File: src/hdl/conv_ctrl_pkg.sv
// shared offsets, field layout, reset values and states of the converter sequencer
package conv_ctrl_pkg;
    // --------------------------------------------------------------------
    // register indices (byte address is four times the index)
    // --------------------------------------------------------------------
    localparam logic [5:0] IDX_ENABLE_CONTROL = 6'h00;
    localparam logic [5:0] IDX_ACCUMULATION_CONTROL = 6'h01;
    localparam logic [5:0] IDX_CLOCK_REF_CONTROL = 6'h02;
    localparam logic [5:0] IDX_DELAY_CONTROL = 6'h03;
    localparam logic [5:0] IDX_WINDOW_MODE_CONTROL = 6'h04;
    localparam logic [5:0] IDX_SAMPLE_LENGTH_CONTROL = 6'h05;
    localparam logic [5:0] IDX_INPUT_SELECT = 6'h06;
    localparam logic [5:0] IDX_CONVERSION_COMMAND = 6'h08;
    localparam logic [5:0] IDX_EVENT_START_CONTROL = 6'h09;
    localparam logic [5:0] IDX_INTERRUPT_ENABLE = 6'h0a;
    localparam logic [5:0] IDX_INTERRUPT_FLAGS = 6'h0b;
    localparam logic [5:0] IDX_DEBUG_RUN_CONTROL = 6'h0c;
    localparam logic [5:0] IDX_RESULT = 6'h10;
    localparam logic [5:0] IDX_LOW_THRESHOLD = 6'h12;
    localparam logic [5:0] IDX_HIGH_THRESHOLD = 6'h14;

    // --------------------------------------------------------------------
    // field positions
    // --------------------------------------------------------------------
    localparam int BIT_ENABLE = 0;
    localparam int BIT_START = 0;
    localparam int BIT_EVENT_EN = 0;
    localparam int BIT_DEBUG_RUN = 0;
    localparam int BIT_RESULT_READY = 0;
    localparam int BIT_WINDOW_MATCH = 1;
    localparam int BIT_AUTO_VARY = 4;
    localparam int REF_LSB = 4;

    // --------------------------------------------------------------------
    // reset values and codes
    // --------------------------------------------------------------------
    localparam logic [7:0] RESET_BYTE = 8'h00;
    localparam logic [15:0] RESET_WORD = 16'h0000;
    localparam logic [1:0] REF_INTERNAL = 2'h0;
    localparam logic [8:0] SAMPLE_BASE_CYCLES = 9'h002;
    localparam logic [2:0] WIN_NONE = 3'h0;
    localparam logic [2:0] WIN_BELOW = 3'h1;
    localparam logic [2:0] WIN_ABOVE = 3'h2;
    localparam logic [2:0] WIN_INSIDE = 3'h3;
    localparam logic [2:0] WIN_OUTSIDE = 3'h4;
    localparam logic [2:0] STARTUP_MAX_CODE = 3'h5;
    localparam logic [2:0] ACCUM_MAX_CODE = 3'h6;

    typedef enum logic [2:0] {
        st_idle,
        st_init,
        st_sample,
        st_convert,
        st_delay,
        st_done
    } state_t;
endpackage

File: src/hdl/conv_clock_divider.sv
// converter clock enable derived from the peripheral clock
`timescale 1ns/10ps
module conv_clock_divider (
    input wire logic clk,
    input wire logic rst,
    input wire logic [2:0] clock_divider_sel,
    output logic tick
);
    logic [7:0] count;
    wire [7:0] limit = 8'((9'h002 << clock_divider_sel) - 9'h001);
    wire at_limit = (count >= limit);

    // ------------------------------------------------------------
    // divide by 2, 4 ... 256
    // ------------------------------------------------------------
    always_ff @(posedge clk)
    begin
        if (rst)
            count <= 8'h00;
        else if (at_limit)
            count <= 8'h00;
        else
            count <= count + 8'h01;
    end

    assign tick = at_limit & ~rst;
endmodule

File: src/hdl/conv_sequencer.sv
// converter sequencer: register file, start-up and sample timing, accumulation, window compare
`timescale 1ns/10ps
module conv_sequencer #(
    parameter int SAMPLE_W = 10
) (
    input wire logic clk,
    input wire logic rst,
    input wire logic [7:0] address,
    input wire logic read,
    input wire logic write,
    input wire logic [3:0] byteenable,
    input wire logic [31:0] writedata,
    output logic [31:0] readdata,
    output logic waitrequest,
    input wire logic event_in,
    input wire logic debug_halt,
    input wire logic deep_sleep_wake,
    input wire logic conv_done,
    input wire logic [SAMPLE_W-1:0] conv_data,
    output logic [4:0] mux_sel,
    output logic sample_open,
    output logic convert_req,
    output logic busy,
    output logic irq
);
    if (SAMPLE_W < 1 || SAMPLE_W > 10)
    begin : width_check
        $error("sample width must lie between 1 and 10");
    end

    // ------------------------------------------------------------
    // helpers
    // ------------------------------------------------------------
    function automatic logic [8:0] startup_cycles(input logic [2:0] code);
        // reserved codes give no delay
        if (code == 3'h0 || code > conv_ctrl_pkg::STARTUP_MAX_CODE)
            return 9'h000;
        return 9'h008 << code;
    endfunction

    function automatic logic [6:0] accum_target(input logic [2:0] code);
        if (code > conv_ctrl_pkg::ACCUM_MAX_CODE)
            return 7'h01;
        return 7'h01 << code;
    endfunction

    function automatic logic window_hit(input logic [2:0] mode, input logic [15:0] value,
                                        input logic [15:0] low, input logic [15:0] high);
        case (mode)
            conv_ctrl_pkg::WIN_BELOW: return value < low;
            conv_ctrl_pkg::WIN_ABOVE: return value > high;
            conv_ctrl_pkg::WIN_INSIDE: return (value > low) && (value < high);
            conv_ctrl_pkg::WIN_OUTSIDE: return (value < low) || (value > high);
            default: return 1'b0;
        endcase
    endfunction

    // ------------------------------------------------------------
    // registers
    // ------------------------------------------------------------
    logic enable_bit;
    logic [2:0] accumulation_count;
    logic [2:0] clock_divider_sel;
    logic [1:0] ref_sel;
    logic [2:0] startup_delay_sel;
    logic auto_delay_vary_en;
    logic [3:0] inter_sample_delay;
    logic [2:0] window_mode_sel;
    logic [4:0] sample_length_ext;
    logic [4:0] input_select_field;
    logic event_start_enable;
    logic [1:0] interrupt_enable;
    logic window_match;
    logic result_ready;
    logic debug_run_bit;
    logic [15:0] result_value;
    logic [15:0] low_threshold;
    logic [15:0] high_threshold;
    logic ack;
    logic init_pending;

    // ------------------------------------------------------------
    // bus decode
    // ------------------------------------------------------------
    wire [5:0] idx = address[7:2];
    wire req = read | write;
    assign waitrequest = req & ~ack;
    wire wr_acc = write & ~waitrequest;
    wire rd_acc = read & ~waitrequest;
    wire wr_lo = wr_acc & byteenable[0];
    wire wr_hi = wr_acc & byteenable[1];
    wire wr_enable = wr_lo && idx == conv_ctrl_pkg::IDX_ENABLE_CONTROL;
    wire wr_clock_ref = wr_lo && idx == conv_ctrl_pkg::IDX_CLOCK_REF_CONTROL;
    wire wr_delay = wr_lo && idx == conv_ctrl_pkg::IDX_DELAY_CONTROL;
    wire wr_command = wr_lo && idx == conv_ctrl_pkg::IDX_CONVERSION_COMMAND;
    wire wr_flags = wr_lo && idx == conv_ctrl_pkg::IDX_INTERRUPT_FLAGS;
    wire rd_result = rd_acc && idx == conv_ctrl_pkg::IDX_RESULT;
    wire [1:0] new_ref = writedata[conv_ctrl_pkg::REF_LSB +: 2];

    // ------------------------------------------------------------
    // sequencer state
    // ------------------------------------------------------------
    conv_ctrl_pkg::state_t state;
    conv_ctrl_pkg::state_t next_state;
    logic [8:0] cnt;
    logic [8:0] next_cnt;
    logic [15:0] acc;
    logic [6:0] taken;
    logic tick;

    conv_clock_divider divider (
        .clk(clk),
        .rst(rst),
        .clock_divider_sel(clock_divider_sel),
        .tick(tick)
    );

    wire halted = debug_halt & ~debug_run_bit;
    wire step = tick & ~halted;
    wire idle = (state == conv_ctrl_pkg::st_idle);
    wire sw_start = wr_command & writedata[conv_ctrl_pkg::BIT_START];
    wire ev_start = event_in & event_start_enable & ~halted;
    // a start while busy is dropped: no queueing of a second measurement
    wire start_any = (sw_start | ev_start) & enable_bit;
    wire launch = start_any & idle & ~halted;
    wire [8:0] init_len = startup_cycles(startup_delay_sel);
    wire [8:0] sample_len = conv_ctrl_pkg::SAMPLE_BASE_CYCLES + 9'(sample_length_ext);
    wire last_sample = (taken + 7'h01 == accum_target(accumulation_count));
    wire got_sample = (state == conv_ctrl_pkg::st_convert) & conv_done;
    wire match = window_hit(window_mode_sel, acc, low_threshold, high_threshold);
    wire [15:0] next_acc = acc + 16'(conv_data);

    always_comb
    begin
        next_state = state;
        next_cnt = cnt;
        case (state)
            conv_ctrl_pkg::st_idle:
            begin
                if (launch && init_pending && init_len != 9'h000)
                begin
                    next_state = conv_ctrl_pkg::st_init;
                    next_cnt = init_len;
                end
                else if (launch)
                begin
                    next_state = conv_ctrl_pkg::st_sample;
                    next_cnt = sample_len;
                end
            end
            conv_ctrl_pkg::st_init, conv_ctrl_pkg::st_sample, conv_ctrl_pkg::st_delay:
            begin
                if (step && cnt == 9'h001)
                begin
                    next_state = (state == conv_ctrl_pkg::st_sample) ?
                        conv_ctrl_pkg::st_convert : conv_ctrl_pkg::st_sample;
                    next_cnt = sample_len;
                end
                else if (step)
                    next_cnt = cnt - 9'h001;
            end
            conv_ctrl_pkg::st_convert:
            begin
                if (conv_done && last_sample)
                    next_state = conv_ctrl_pkg::st_done;
                else if (conv_done && inter_sample_delay == 4'h0)
                begin
                    next_state = conv_ctrl_pkg::st_sample;
                    next_cnt = sample_len;
                end
                else if (conv_done)
                begin
                    next_state = conv_ctrl_pkg::st_delay;
                    next_cnt = 9'(inter_sample_delay);
                end
            end
            conv_ctrl_pkg::st_done:
                next_state = conv_ctrl_pkg::st_idle;
            default:
                next_state = conv_ctrl_pkg::st_idle;
        endcase
        if (!enable_bit)
            next_state = conv_ctrl_pkg::st_idle;
    end

    always_ff @(posedge clk)
    begin
        if (rst)
        begin
            state <= conv_ctrl_pkg::st_idle;
            cnt <= 9'h000;
        end
        else
        begin
            state <= next_state;
            cnt <= next_cnt;
        end
    end

    always_ff @(posedge clk)
    begin
        if (rst || launch)
        begin
            acc <= conv_ctrl_pkg::RESET_WORD;
            taken <= 7'h00;
        end
        else if (got_sample)
        begin
            acc <= next_acc;
            taken <= taken + 7'h01;
        end
    end

    // input held while a conversion runs, picked up again once idle
    always_ff @(posedge clk)
    begin
        if (rst)
            mux_sel <= 5'h00;
        else if (idle)
            mux_sel <= input_select_field;
    end

    // a new start-up delay is owed after enable, switch to internal reference or wake
    always_ff @(posedge clk)
    begin
        if (rst)
            init_pending <= 1'b0;
        else if ((wr_enable && writedata[conv_ctrl_pkg::BIT_ENABLE] && !enable_bit) ||
                 (wr_clock_ref && new_ref == conv_ctrl_pkg::REF_INTERNAL &&
                  ref_sel != conv_ctrl_pkg::REF_INTERNAL) || deep_sleep_wake)
            init_pending <= 1'b1;
        else if (state == conv_ctrl_pkg::st_init)
            init_pending <= 1'b0;
    end

    // ------------------------------------------------------------
    // register writes
    // ------------------------------------------------------------
    always_ff @(posedge clk)
    begin
        if (rst)
        begin
            enable_bit <= 1'b0;
            accumulation_count <= 3'h0;
            clock_divider_sel <= 3'h0;
            ref_sel <= 2'h0;
            window_mode_sel <= 3'h0;
            sample_length_ext <= 5'h00;
            input_select_field <= 5'h00;
            event_start_enable <= 1'b0;
            interrupt_enable <= 2'h0;
            debug_run_bit <= 1'b0;
        end
        else if (wr_lo)
        begin
            case (idx)
                conv_ctrl_pkg::IDX_ENABLE_CONTROL: enable_bit <= writedata[0];
                conv_ctrl_pkg::IDX_ACCUMULATION_CONTROL: accumulation_count <= writedata[2:0];
                conv_ctrl_pkg::IDX_CLOCK_REF_CONTROL:
                begin
                    clock_divider_sel <= writedata[2:0];
                    ref_sel <= new_ref;
                end
                conv_ctrl_pkg::IDX_WINDOW_MODE_CONTROL: window_mode_sel <= writedata[2:0];
                conv_ctrl_pkg::IDX_SAMPLE_LENGTH_CONTROL: sample_length_ext <= writedata[4:0];
                conv_ctrl_pkg::IDX_INPUT_SELECT: input_select_field <= writedata[4:0];
                conv_ctrl_pkg::IDX_EVENT_START_CONTROL: event_start_enable <= writedata[0];
                conv_ctrl_pkg::IDX_INTERRUPT_ENABLE: interrupt_enable <= writedata[1:0];
                conv_ctrl_pkg::IDX_DEBUG_RUN_CONTROL: debug_run_bit <= writedata[0];
                default: ;
            endcase
        end
    end

    always_ff @(posedge clk)
    begin
        if (rst)
        begin
            startup_delay_sel <= 3'h0;
            auto_delay_vary_en <= 1'b0;
            inter_sample_delay <= 4'h0;
        end
        else if (wr_delay)
        begin
            startup_delay_sel <= writedata[7:5];
            auto_delay_vary_en <= writedata[conv_ctrl_pkg::BIT_AUTO_VARY];
            inter_sample_delay <= writedata[3:0];
        end
        else if (got_sample && auto_delay_vary_en)
            inter_sample_delay <= inter_sample_delay + 4'h1;
    end

    always_ff @(posedge clk)
    begin
        if (rst)
        begin
            low_threshold <= conv_ctrl_pkg::RESET_WORD;
            high_threshold <= conv_ctrl_pkg::RESET_WORD;
        end
        else
        begin
            if (wr_lo && idx == conv_ctrl_pkg::IDX_LOW_THRESHOLD)
                low_threshold[7:0] <= writedata[7:0];
            if (wr_hi && idx == conv_ctrl_pkg::IDX_LOW_THRESHOLD)
                low_threshold[15:8] <= writedata[15:8];
            if (wr_lo && idx == conv_ctrl_pkg::IDX_HIGH_THRESHOLD)
                high_threshold[7:0] <= writedata[7:0];
            if (wr_hi && idx == conv_ctrl_pkg::IDX_HIGH_THRESHOLD)
                high_threshold[15:8] <= writedata[15:8];
        end
    end

    // ------------------------------------------------------------
    // result and flags; a set in the clearing cycle wins
    // ------------------------------------------------------------
    wire done = (state == conv_ctrl_pkg::st_done);
    wire clr_ready = rd_result | (wr_flags & writedata[conv_ctrl_pkg::BIT_RESULT_READY]);
    wire clr_match = rd_result | (wr_flags & writedata[conv_ctrl_pkg::BIT_WINDOW_MATCH]);

    always_ff @(posedge clk)
    begin
        if (rst)
        begin
            result_value <= conv_ctrl_pkg::RESET_WORD;
            result_ready <= 1'b0;
            window_match <= 1'b0;
        end
        else
        begin
            if (done)
                result_value <= acc;
            result_ready <= done | (result_ready & ~clr_ready);
            window_match <= (done & match) | (window_match & ~clr_match);
        end
    end

    assign irq = (result_ready & interrupt_enable[0]) |
                 (window_match & interrupt_enable[1]);
    assign busy = ~idle;
    assign sample_open = (state == conv_ctrl_pkg::st_sample) |
                         (state == conv_ctrl_pkg::st_delay);
    assign convert_req = (state == conv_ctrl_pkg::st_convert);

    // ------------------------------------------------------------
    // read side: one wait state, data registered
    // ------------------------------------------------------------
    logic [31:0] read_mux;

    always_comb
    begin
        read_mux = 32'h0000_0000;
        case (idx)
            conv_ctrl_pkg::IDX_ENABLE_CONTROL: read_mux[0] = enable_bit;
            conv_ctrl_pkg::IDX_ACCUMULATION_CONTROL: read_mux[2:0] = accumulation_count;
            conv_ctrl_pkg::IDX_CLOCK_REF_CONTROL: read_mux[7:0] = {2'h0, ref_sel, 1'b0,
                                                                   clock_divider_sel};
            conv_ctrl_pkg::IDX_DELAY_CONTROL: read_mux[7:0] = {startup_delay_sel,
                                                               auto_delay_vary_en,
                                                               inter_sample_delay};
            conv_ctrl_pkg::IDX_WINDOW_MODE_CONTROL: read_mux[2:0] = window_mode_sel;
            conv_ctrl_pkg::IDX_SAMPLE_LENGTH_CONTROL: read_mux[4:0] = sample_length_ext;
            conv_ctrl_pkg::IDX_INPUT_SELECT: read_mux[4:0] = input_select_field;
            conv_ctrl_pkg::IDX_CONVERSION_COMMAND: read_mux[0] = busy;
            conv_ctrl_pkg::IDX_EVENT_START_CONTROL: read_mux[0] = event_start_enable;
            conv_ctrl_pkg::IDX_INTERRUPT_ENABLE: read_mux[1:0] = interrupt_enable;
            conv_ctrl_pkg::IDX_INTERRUPT_FLAGS: read_mux[1:0] = {window_match, result_ready};
            conv_ctrl_pkg::IDX_DEBUG_RUN_CONTROL: read_mux[0] = debug_run_bit;
            conv_ctrl_pkg::IDX_RESULT: read_mux[15:0] = result_value;
            conv_ctrl_pkg::IDX_LOW_THRESHOLD: read_mux[15:0] = low_threshold;
            conv_ctrl_pkg::IDX_HIGH_THRESHOLD: read_mux[15:0] = high_threshold;
            default: read_mux = 32'h0000_0000;
        endcase
    end

    always_ff @(posedge clk)
    begin
        if (rst)
        begin
            ack <= 1'b0;
            readdata <= 32'h0000_0000;
        end
        else
        begin
            ack <= req & ~ack;
            if (read && !ack)
                readdata <= read_mux;
        end
    end
endmodule

File: config.mk
export PLATFORM = sky130hd
export DESIGN_NAME = conv_sequencer
export DESIGN_NICKNAME = d
export VERILOG_FILES = /design/src/hdl/conv_ctrl_pkg.sv /design/src/hdl/conv_clock_divider.sv /design/src/hdl/conv_sequencer.sv
export SDC_FILE = /design/constraint.sdc
export NUM_CORES = 1
export LEC_CHECK = 0
export BUFFER_PORTS_ARGS = -buffer_cell sky130_fd_sc_hd__buf_4
export CAP_MARGIN = 5
export CORE_UTILIZATION = 43
export DETAILED_ROUTE_END_ITERATION = 10
export SYNTH_ARGS = -nofsm -noshare
export SYNTH_HDL_FRONTEND = slang
export SYNTH_SLANG_ARGS = --single-unit
File: constraint.sdc
create_clock -name clk -period 3 [get_ports clk]
set_input_delay 0.15 -clock clk [delete_from_list [all_inputs] [get_ports clk]]
set_output_delay 0.15 -clock clk [all_outputs]
set_load 0.01 [all_outputs]
==> results of run 1 <==
## cell families (layout without fill, tap and decap cells)
| family | count (synthesis) | in the layout | share of synthesized area [%] |
|---|---|---|---|
| other | 1 | 16 | 0.0421 |
| AND/OR/NAND/NOR | 439 | 439 | 23.1 |
| AO/OA/AOI/OAI | 246 | 247 | 17.9 |
| buffers and inverters | 131 | 201 | 6.46 |
| adder cells (fa/ha/maj) | 58 | 58 | 8.23 |
| XOR/XNOR | 37 | 37 | 3.64 |
| multiplexers | 59 | 59 | 6.91 |
| flip-flops | 150 | 150 | 33.7 |
## final cells by class
cell class                      instances  area share [%]
Multi-Input combinational cell        856            52.3
Clock buffer                           20            4.33
Inverter                               56            1.99
Tap cell                              270            3.20
Clock inverter                         12            1.33
Sequential cell                       150            28.5
Timing Repair Buffer                  113            8.34
## worst max-delay path by stage
stage / to / startpoint
2_1_floorplan: cnt[3] / clock_divider_sel[0]
3_3_place_gp: cnt[3] / clock_divider_sel[2]
3_5_place_dp: cnt[4] / clock_divider_sel[2]
4_1_cts: cnt[3] / clock_divider_sel[2]
5_1_grt: cnt[4] / clock_divider_sel[1]
6_report: cnt[6] / clock_divider_sel[2]
## registers in the layout, indices dropped and copies added (netlist names), 4 cells and up
name	cells
taken	7
result_value	16
mux_sel	5
readdata	16
input_select_field	5
high_threshold	16
sample_length_ext	5
cnt	9
acc	16
divider.count	8
inter_sample_delay	4
low_threshold	16
## per-stage QoR
step	instance area, um2	instances	setup TNS [ns]	utilization (%)	total power, mW
finish	10600	1477	-0.584	52.0	4.66
CTS	10500	1474	-0.00850	51.6	4.70
global route	10600	1477	-1.72	52.0	4.83
detailed placement	9750	1431	-0.0369	48.0	2.49
floorplan	9040	1136	-0.0571	-	2.34
global placement	9750	1431	0	48.0	2.49
## power by group through the flow
stage / Sequential, mW / Combinational [mW] / Clock (mW)
floorplan: 2.09 / 0.246 / 0
global placement: 2.09 / 0.395 / 0
detailed placement: 2.09 / 0.400 / 0
CTS: 2.05 / 0.422 / 2.23
global route: 2.05 / 0.462 / 2.32
finish: 2.05 / 0.424 / 2.19
## what timing repair did
action,in CTS,in global routing
cloned,0,1
pin swaps,2,6
endpoints found under the hold margin,22,0
setup endpoints to repair,4,12
gates resized for setup,4,12
buffers inserted,0,2
hold buffers,11,0
## worst max-delay path, stage by stage (launching register included)
cell and delay, ns:
dfxtp_1 0.31, or3_4 0.40, ha_4 0.20, nor3_2 0.11, a21o_1 0.12, a21oi_2 0.06
ha_1 0.31, nand3_2 0.09, a21boi_2 0.18, a311o_1 0.25, o211ai_1 0.17, a21oi_2 0.24
buf_4 0.16, o31ai_4 0.12, nand2b_4 0.19, a21oi_1 0.12
## routing by layer
metal	global-route usage (%)	up-vias	wire length (um)
met5	0	-	0
met4	8.47	0	495
met3	5.24	34	1380
li1	-	4073	-
met2	39.8	221	12000
met1	31.2	3810	11500
## cells in the final DEF (no fill, tap or decap), types with 6 or more instances in the layout
| master | netlist | final |
|---|---|---|
| conb_1 | 1 | 16 |
| and3_1 | 10 | 9 |
| nor4_1 | 8 | 6 |
| xor2_1 | 16 | 16 |
| a21o_1 | 12 | 12 |
| buf_4 | 17 | 101 |
| nor2b_1 | 18 | 17 |
| mux2i_1 | 48 | 48 |
| xnor2_1 | 21 | 21 |
| or3_1 | 8 | 7 |
| clkbuf_16 | 0 | 17 |
| a22oi_1 | 7 | 7 |
| nand4_1 | 7 | 7 |
| dlygate4sd3_1 | 0 | 11 |
| nor3_1 | 28 | 25 |
| nor2_1 | 121 | 121 |
| inv_1 | 56 | 56 |
| a221oi_1 | 12 | 12 |
| o21a_1 | 6 | 6 |
| nand2b_1 | 17 | 15 |
| a21oi_2 | 1 | 7 |
| ha_1 | 57 | 56 |
| nand2_1 | 138 | 138 |
| nand3_1 | 52 | 51 |
| dfxtp_1 | 150 | 149 |
| a21oi_1 | 110 | 104 |
| o22ai_1 | 9 | 9 |
| a211oi_1 | 12 | 11 |
| mux2_2 | 10 | 10 |
| o21ai_0 | 29 | 26 |
==> summary.txt, run 1 <==
Outcome
  • Outcome: complete, but fails checks
  • Failing checks: setup timing

Cells and area
  • Multi-input logic area: 0.00552 mm2
  • Inserted Diodes: 0
  • Final net count: 1314
  • Seq. cell area: about 0.003 mm2
  • Area Overhead vs Synth: 18.5%
  • Filler cells: 1986
  • Share of layout cells above drive strength 1: 15.2%

Clock tree
  • Clock slew at reported path FFs: 0.07 ns
  • CTS Sinks: 150
  • Clk buf depth: 2
  • Clk Tree Root Cell: clkbuf_16
  • TritonCTS Buffers: 17
  • CTS tree: done
  • H-Tree Depth: 4
  • Worst-skew pair later-pin latency: 0.43 ns

Route
  • Detail Route Antenna Nets: 0
  • Iteration count of the initial detailed-routing pass: 5
  • Avg WL per Cell: 17.2 um
  • Initial DRC count: 563
  • Vias after detailed routing: 8138
  • DRC Markers: 0
  • Via-to-Cell Ratio: 5.51
  • Final wirelength: 25400 um

Timing
  • Slew Limit Headroom: 44.3%
  • Fmax: 324 MHz
  • Post-layout worst setup margin: -0.0857 ns
  • Final max-slew violation count: 0
  • RSZ-0062 raised after global routing: yes
  • Final setup viols: 9
  • Post-route clock period utilization: 103%
  • Min Hold Slack: 0.0224 ns
  • Worst slew pin tran: 0.834 ns
  • Hold violation count in the final report: 0
  • Min cycle time layout: slightly above 3 ns
  • Clock skew: 0.00889 ns

Setup path
  • CP Capture Type: flip-flop
  • R2R Path End: cnt[6]
  • R2R Setup Slk: -0.09 ns
  • Reg2Reg Launch Point: clock_divider_sel[2]
  • Critical Path RT: 3.37 ns
  • Critical path type: flip-flop to flip-flop
  • Startpoint types: flip-flop
  • Reg2Reg Depth: 15
  • CP max FO: 8
  • CP arrival: about 3.5 ns

Synth
  • Synth Area per Inst: between 7 and 8 um2
  • Mapped Area: ~0.0089 mm2
  • Yosys top cell area share: 33.7%
  • Number of synthesized flops with an enable pin: 0
  • Dominant synthesized flop cell: dfxtp_1
  • Synth area leader: dfxtp_1
  • Commonest cells post-synth: 150 x dfxtp_1, 138 x nand2_1, 121 x nor2_1, 110 x a21oi_1, 57 x ha_1
  • Sequential share of the synthesized area: between 30% and 40%
  • Asr flop ratio synth: 0%
  • Most frequent cell after synthesis: dfxtp_1
  • Synth cell types: 74
  • Synthesized instance count: 1121
  • FF+latch count, synth: 150
  • Yosys warnings: 0
  • Largest cells by area after synthesis: dfxtp_1 34%, ha_1 8.0%, a21oi_1 6.2%

Pwr
  • PD cells: roughly 440 mW/mm2
  • Comb pwr share: under 10%
  • Pleak: approximately 4.3 nW
  • Net Sw Frac: 25.5%
  • Sequential Power Share: 43.9%
  • Switching power: 1.19 mW
  • Clock share of power: 47.0%
  • Power Internal: 3.47 mW
  • Max rail drop VDD: 0.000332 V

Hold path
  • Worst Hold End: ack
  • Min-delay src: write
  • Hold-critical path depth: 3
  • HP Class: input port to flip-flop

Global routing
  • First-pass GRT wire length: 40600 um
  • Final global-route overflow total: 0
  • Initial antenna violation count: 0
  • Overall global routing resource usage: 24.2%
  • Vias in the first global route: 7658
  • Pin count of the biggest net entering global routing: 75

Floorplan
  • Initial core utilization: 43.9%
  • IO Pins: 104
  • Die Span X: 146 um
  • Die height: 146 um
  • Core ar.: 0.0203 mm2
  • Site Rows: between 50 and 60
  • Die ar.: 0.0213 mm2

Placed design
  • Post-DP HPWL: 18400 um
  • RD Place Congestion: 0.903
  • Number of I/O port buffers: 67
  • Pre-CTS setup slack: -0.0181 ns

Job
  • Maxcap violations: 0
(Power assumes the default switching activity.)
==> run 2: changes to the inputs <==
--- a/config.mk
+++ b/config.mk
@@ -9,6 +9,7 @@
 export CAP_MARGIN = 5
 export CORE_UTILIZATION = 43
 export DETAILED_ROUTE_END_ITERATION = 10
+export SETUP_SLACK_MARGIN = 0.1
 export SYNTH_ARGS = -nofsm -noshare
 export SYNTH_HDL_FRONTEND = slang
 export SYNTH_SLANG_ARGS = --single-unit
==> run 2 against run 1 <==
  * The run still ends with setup timing left
  * Setup slack gained 0.020 ns
  * First-iteration DRC count shrank 1.6%
  * Final cell count grew 0.54%
  * Non-clock buffer count grew 8
  * Cell area grew 2.0%
  * Register-to-register slack gained 0.02 ns
  * Utilization grew 1.0 points
  * Critical endpoint is now cnt[4]
  * Wire length shrank 0.24%
  * Critical path depth is the same
==> summary.txt, run 2 (synthesized netlist as in run 1, its figures left out) <==
Cells and area
  • Post-route cell area: 0.0108 mm2 (was 0.0106 mm2)
  • Share of layout cells above drive strength 1: 17.1% (was 15.2%)
  • Inserted Diodes: 0 (unchanged)
  • Filler cells: 1953 (was 1986)
  • Commonest non-fill, non-tap cell in the layout: dfxtp_1 (unchanged)
  • Most frequent cells in the layout: 147 x dfxtp_1, 137 x nand2_1, 119 x nor2_1 (was 149 x dfxtp_1, 138 x nand2_1, 121 x nor2_1)
  • Non-Filler Instances: 1485 (was 1477)
  • Area Overhead vs Synth: 20.8% (was 18.5%)
  • Final net count: 1322 (was 1314)
  • Final Util: 53.0% (was 52.0%)

Hold path
  • Min-delay src: read (was write)
  • Worst Hold End: ack (unchanged)
  • HP Class: input port to flip-flop (unchanged)
  • Hold-critical path depth: 3 (unchanged)

Timing
  • Worst slew pin tran: 0.800 ns (was 0.834 ns)
  • Min cycle time layout: 3.07 ns (was 3.09 ns)
  • Hold violation count in the final report: 0 (unchanged)
  • Clock skew: 0.0111 ns (was 0.00889 ns)
  • RSZ-0062 raised after global routing: yes (unchanged)
  • Final max-slew violation count: 0 (unchanged)
  • Slew Limit Headroom: 46.5% (was 44.3%)
  • Fmax: 326 MHz (was 324 MHz)
  • Final setup viols: 4 (was 9)
  • Post-layout worst setup margin: -0.0654 ns (was -0.0857 ns)
  • Post-route clock period utilization: 102% (was 103%)

Floorplan
  • Core ar.: 0.0203 mm2 (unchanged)
  • Initial core utilization: 43.9% (unchanged)
  • Die ar.: 0.0213 mm2 (unchanged)
  • Die Span X: 146 um (unchanged)
  • Die height: 146 um (unchanged)
  • IO Pins: 104 (unchanged)
  • Site Rows: 52 (unchanged)

Route
  • Iteration count of the initial detailed-routing pass: 5 (unchanged)
  • Initial DRC count: 554 (was 563)
  • Final wirelength: 25300 um (was 25400 um)
  • DRC Markers: 0 (unchanged)
  • Avg WL per Cell: 17.0 um (was 17.2 um)
  • Detail Route Antenna Nets: 0 (unchanged)
  • Vias after detailed routing: 8189 (was 8138)
  • Via-to-Cell Ratio: 5.51 (about the same)

Pwr
  • PD cells: 438 mW/mm2 (was 442 mW/mm2)
  • Total power: 4.71 mW (was 4.66 mW)
  • Pleak: 4.39 nW (was 4.31 nW)
  • Max rail drop VDD: 0.000310 V (was 0.000332 V)

Setup path
  • Startpoint types: flip-flop (unchanged)
  • Reg2Reg Launch Point: clock_divider_sel[0] (was clock_divider_sel[2])
  • Reg2Reg Depth: 15 (unchanged)
  • CP Capture Type: flip-flop (unchanged)
  • Critical Path RT: 3.33 ns (was 3.37 ns)
  • CP arrival: 3.39 ns (was 3.45 ns)
  • Critical path type: flip-flop to flip-flop (unchanged)
  • CP max FO: 8 (unchanged)
  • R2R Setup Slk: -0.07 ns (was -0.09 ns)
  • R2R Path End: cnt[4] (was cnt[6])

Clock tree
  • Clk Tree Root Cell: clkbuf_16 (unchanged)
  • Worst-skew pair later-pin latency: 0.44 ns (was 0.43 ns)
  • Clock slew at reported path FFs: 0.07 ns (about the same)
  • H-Tree Depth: 4 (unchanged)
  • CTS tree: done (unchanged)
  • CTS Sinks: 150 (unchanged)
  • Clk buf depth: 2 (unchanged)
  • TritonCTS Buffers: 17 (unchanged)

Placed design
  • Post-DP HPWL: 18200 um (was 18400 um)
  • Number of I/O port buffers: 67 (unchanged)
  • RD Place Congestion: 0.901 (was 0.903)
  • Pre-CTS setup slack: -0.0133 ns (was -0.0181 ns)
  • Placed inst area: 0.00978 mm2 (was 0.00975 mm2)
  • Placed cells: 1432 (was 1431)

Global routing
  • Pin count of the biggest net entering global routing: 64 (was 75)
  • Initial antenna violation count: 0 (unchanged)
  • First-pass GRT wire length: 40700 um (was 40600 um)
  • Final global-route overflow total: 0 (unchanged)
  • Overall global routing resource usage: 24.0% (was 24.2%)
  • Vias in the first global route: 7681 (was 7658)

Outcome
  • Failing checks: setup timing (unchanged)
  • Outcome: complete, but fails checks (unchanged)

Job
  • Maxcap violations: 0 (unchanged)
==> run 2: cell count changes in the layout (fill, tap and decap cells not counted), sizes merged <==
cell and delta:
buf +6, clkbuf -3, clkinv +1, clkinvlp -3, dlygate4sd3 +2, inv +5
==> run 2: worst max-delay path, cell delays in order, from the launching register on <==
cell and delay, ns:
dfxtp_2 0.32, or3_4 0.40, ha_4 0.19, nor3_2 0.16
a21o_1 0.11, a21oi_2 0.06, ha_4 0.27, nand3_2 0.06
a21boi_2 0.16, a311oi_2 0.07, o311a_1 0.35, a21oi_4 0.23
o31ai_4 0.17, buf_4 0.20, mux2i_1 0.15, nor2_1 0.05
==> run 2: report_power, final <==
| group | switching [mW] | total, mW | internal [mW] |
|---|---|---|---|
| sequential | 0.0261 | 2.05 | 2.02 |
| clock | 0.966 | 2.23 | 1.26 |
| combinational | 0.256 | 0.433 | 0.177 |
| total | 1.25 | 4.71 | 3.46 |
==> run 2: stage by stage <==
stage	TNS [ns]	hold slack [ns]
2_1_floorplan	-0.0698	0.271
3_3_place_gp	0	0.377
3_5_place_dp	-0.0244	0.384
4_1_cts	0	0.00418
5_1_grt	-1.26	0.0382
6_report	-0.174	0.0149
==> run 2: area by class of cell <==
cell class,instances,area (um2),area share [%]
Multi-Input combinational cell,856,5640,52.4
Sequential cell,150,3010,27.9
Timing Repair Buffer,121,961,8.93
Clock buffer,17,425,3.95
Tap cell,270,338,3.14
Inverter,56,210,1.95
Clock inverter,15,183,1.70
==> run 2: worst max-delay path by stage <==
stage | from | to | slack (ns) | cells past startpoint
floorplan | clock_divider_sel[0] | cnt[3] | -0.03 | 15
global placement | clock_divider_sel[1] | cnt[3] | 0.06 | 12
detailed placement | clock_divider_sel[2] | cnt[3] | -0.01 | 12
CTS | clock_divider_sel[2] | cnt[3] | 0.05 | 14
global route | clock_divider_sel[0] | cnt[2] | -0.15 | 15
finish | clock_divider_sel[0] | cnt[4] | -0.07 | 15
==> run 2: routing by layer <==
layer / track usage, % / vias to the layer above / share of wire, %
met5: 0 / - / 0
met4: 7.42 / 0 / 2.0
met3: 4.26 / 37 / 4.7
met2: 40.5 / 212 / 49
met1: 31.1 / 3856 / 45
li1: - / 4084 / -
==> run 2: what timing repair did <==
action / 4_1_cts / 5_1_grt
gates resized for setup: 5 / 28
hold endpoints to repair: 25 / 0
buffers inserted: 2 / 6
hold buffers: 13 / 0
pin swaps: 4 / 19
setup endpoints to repair: 10 / 11
cloned: 0 / 1
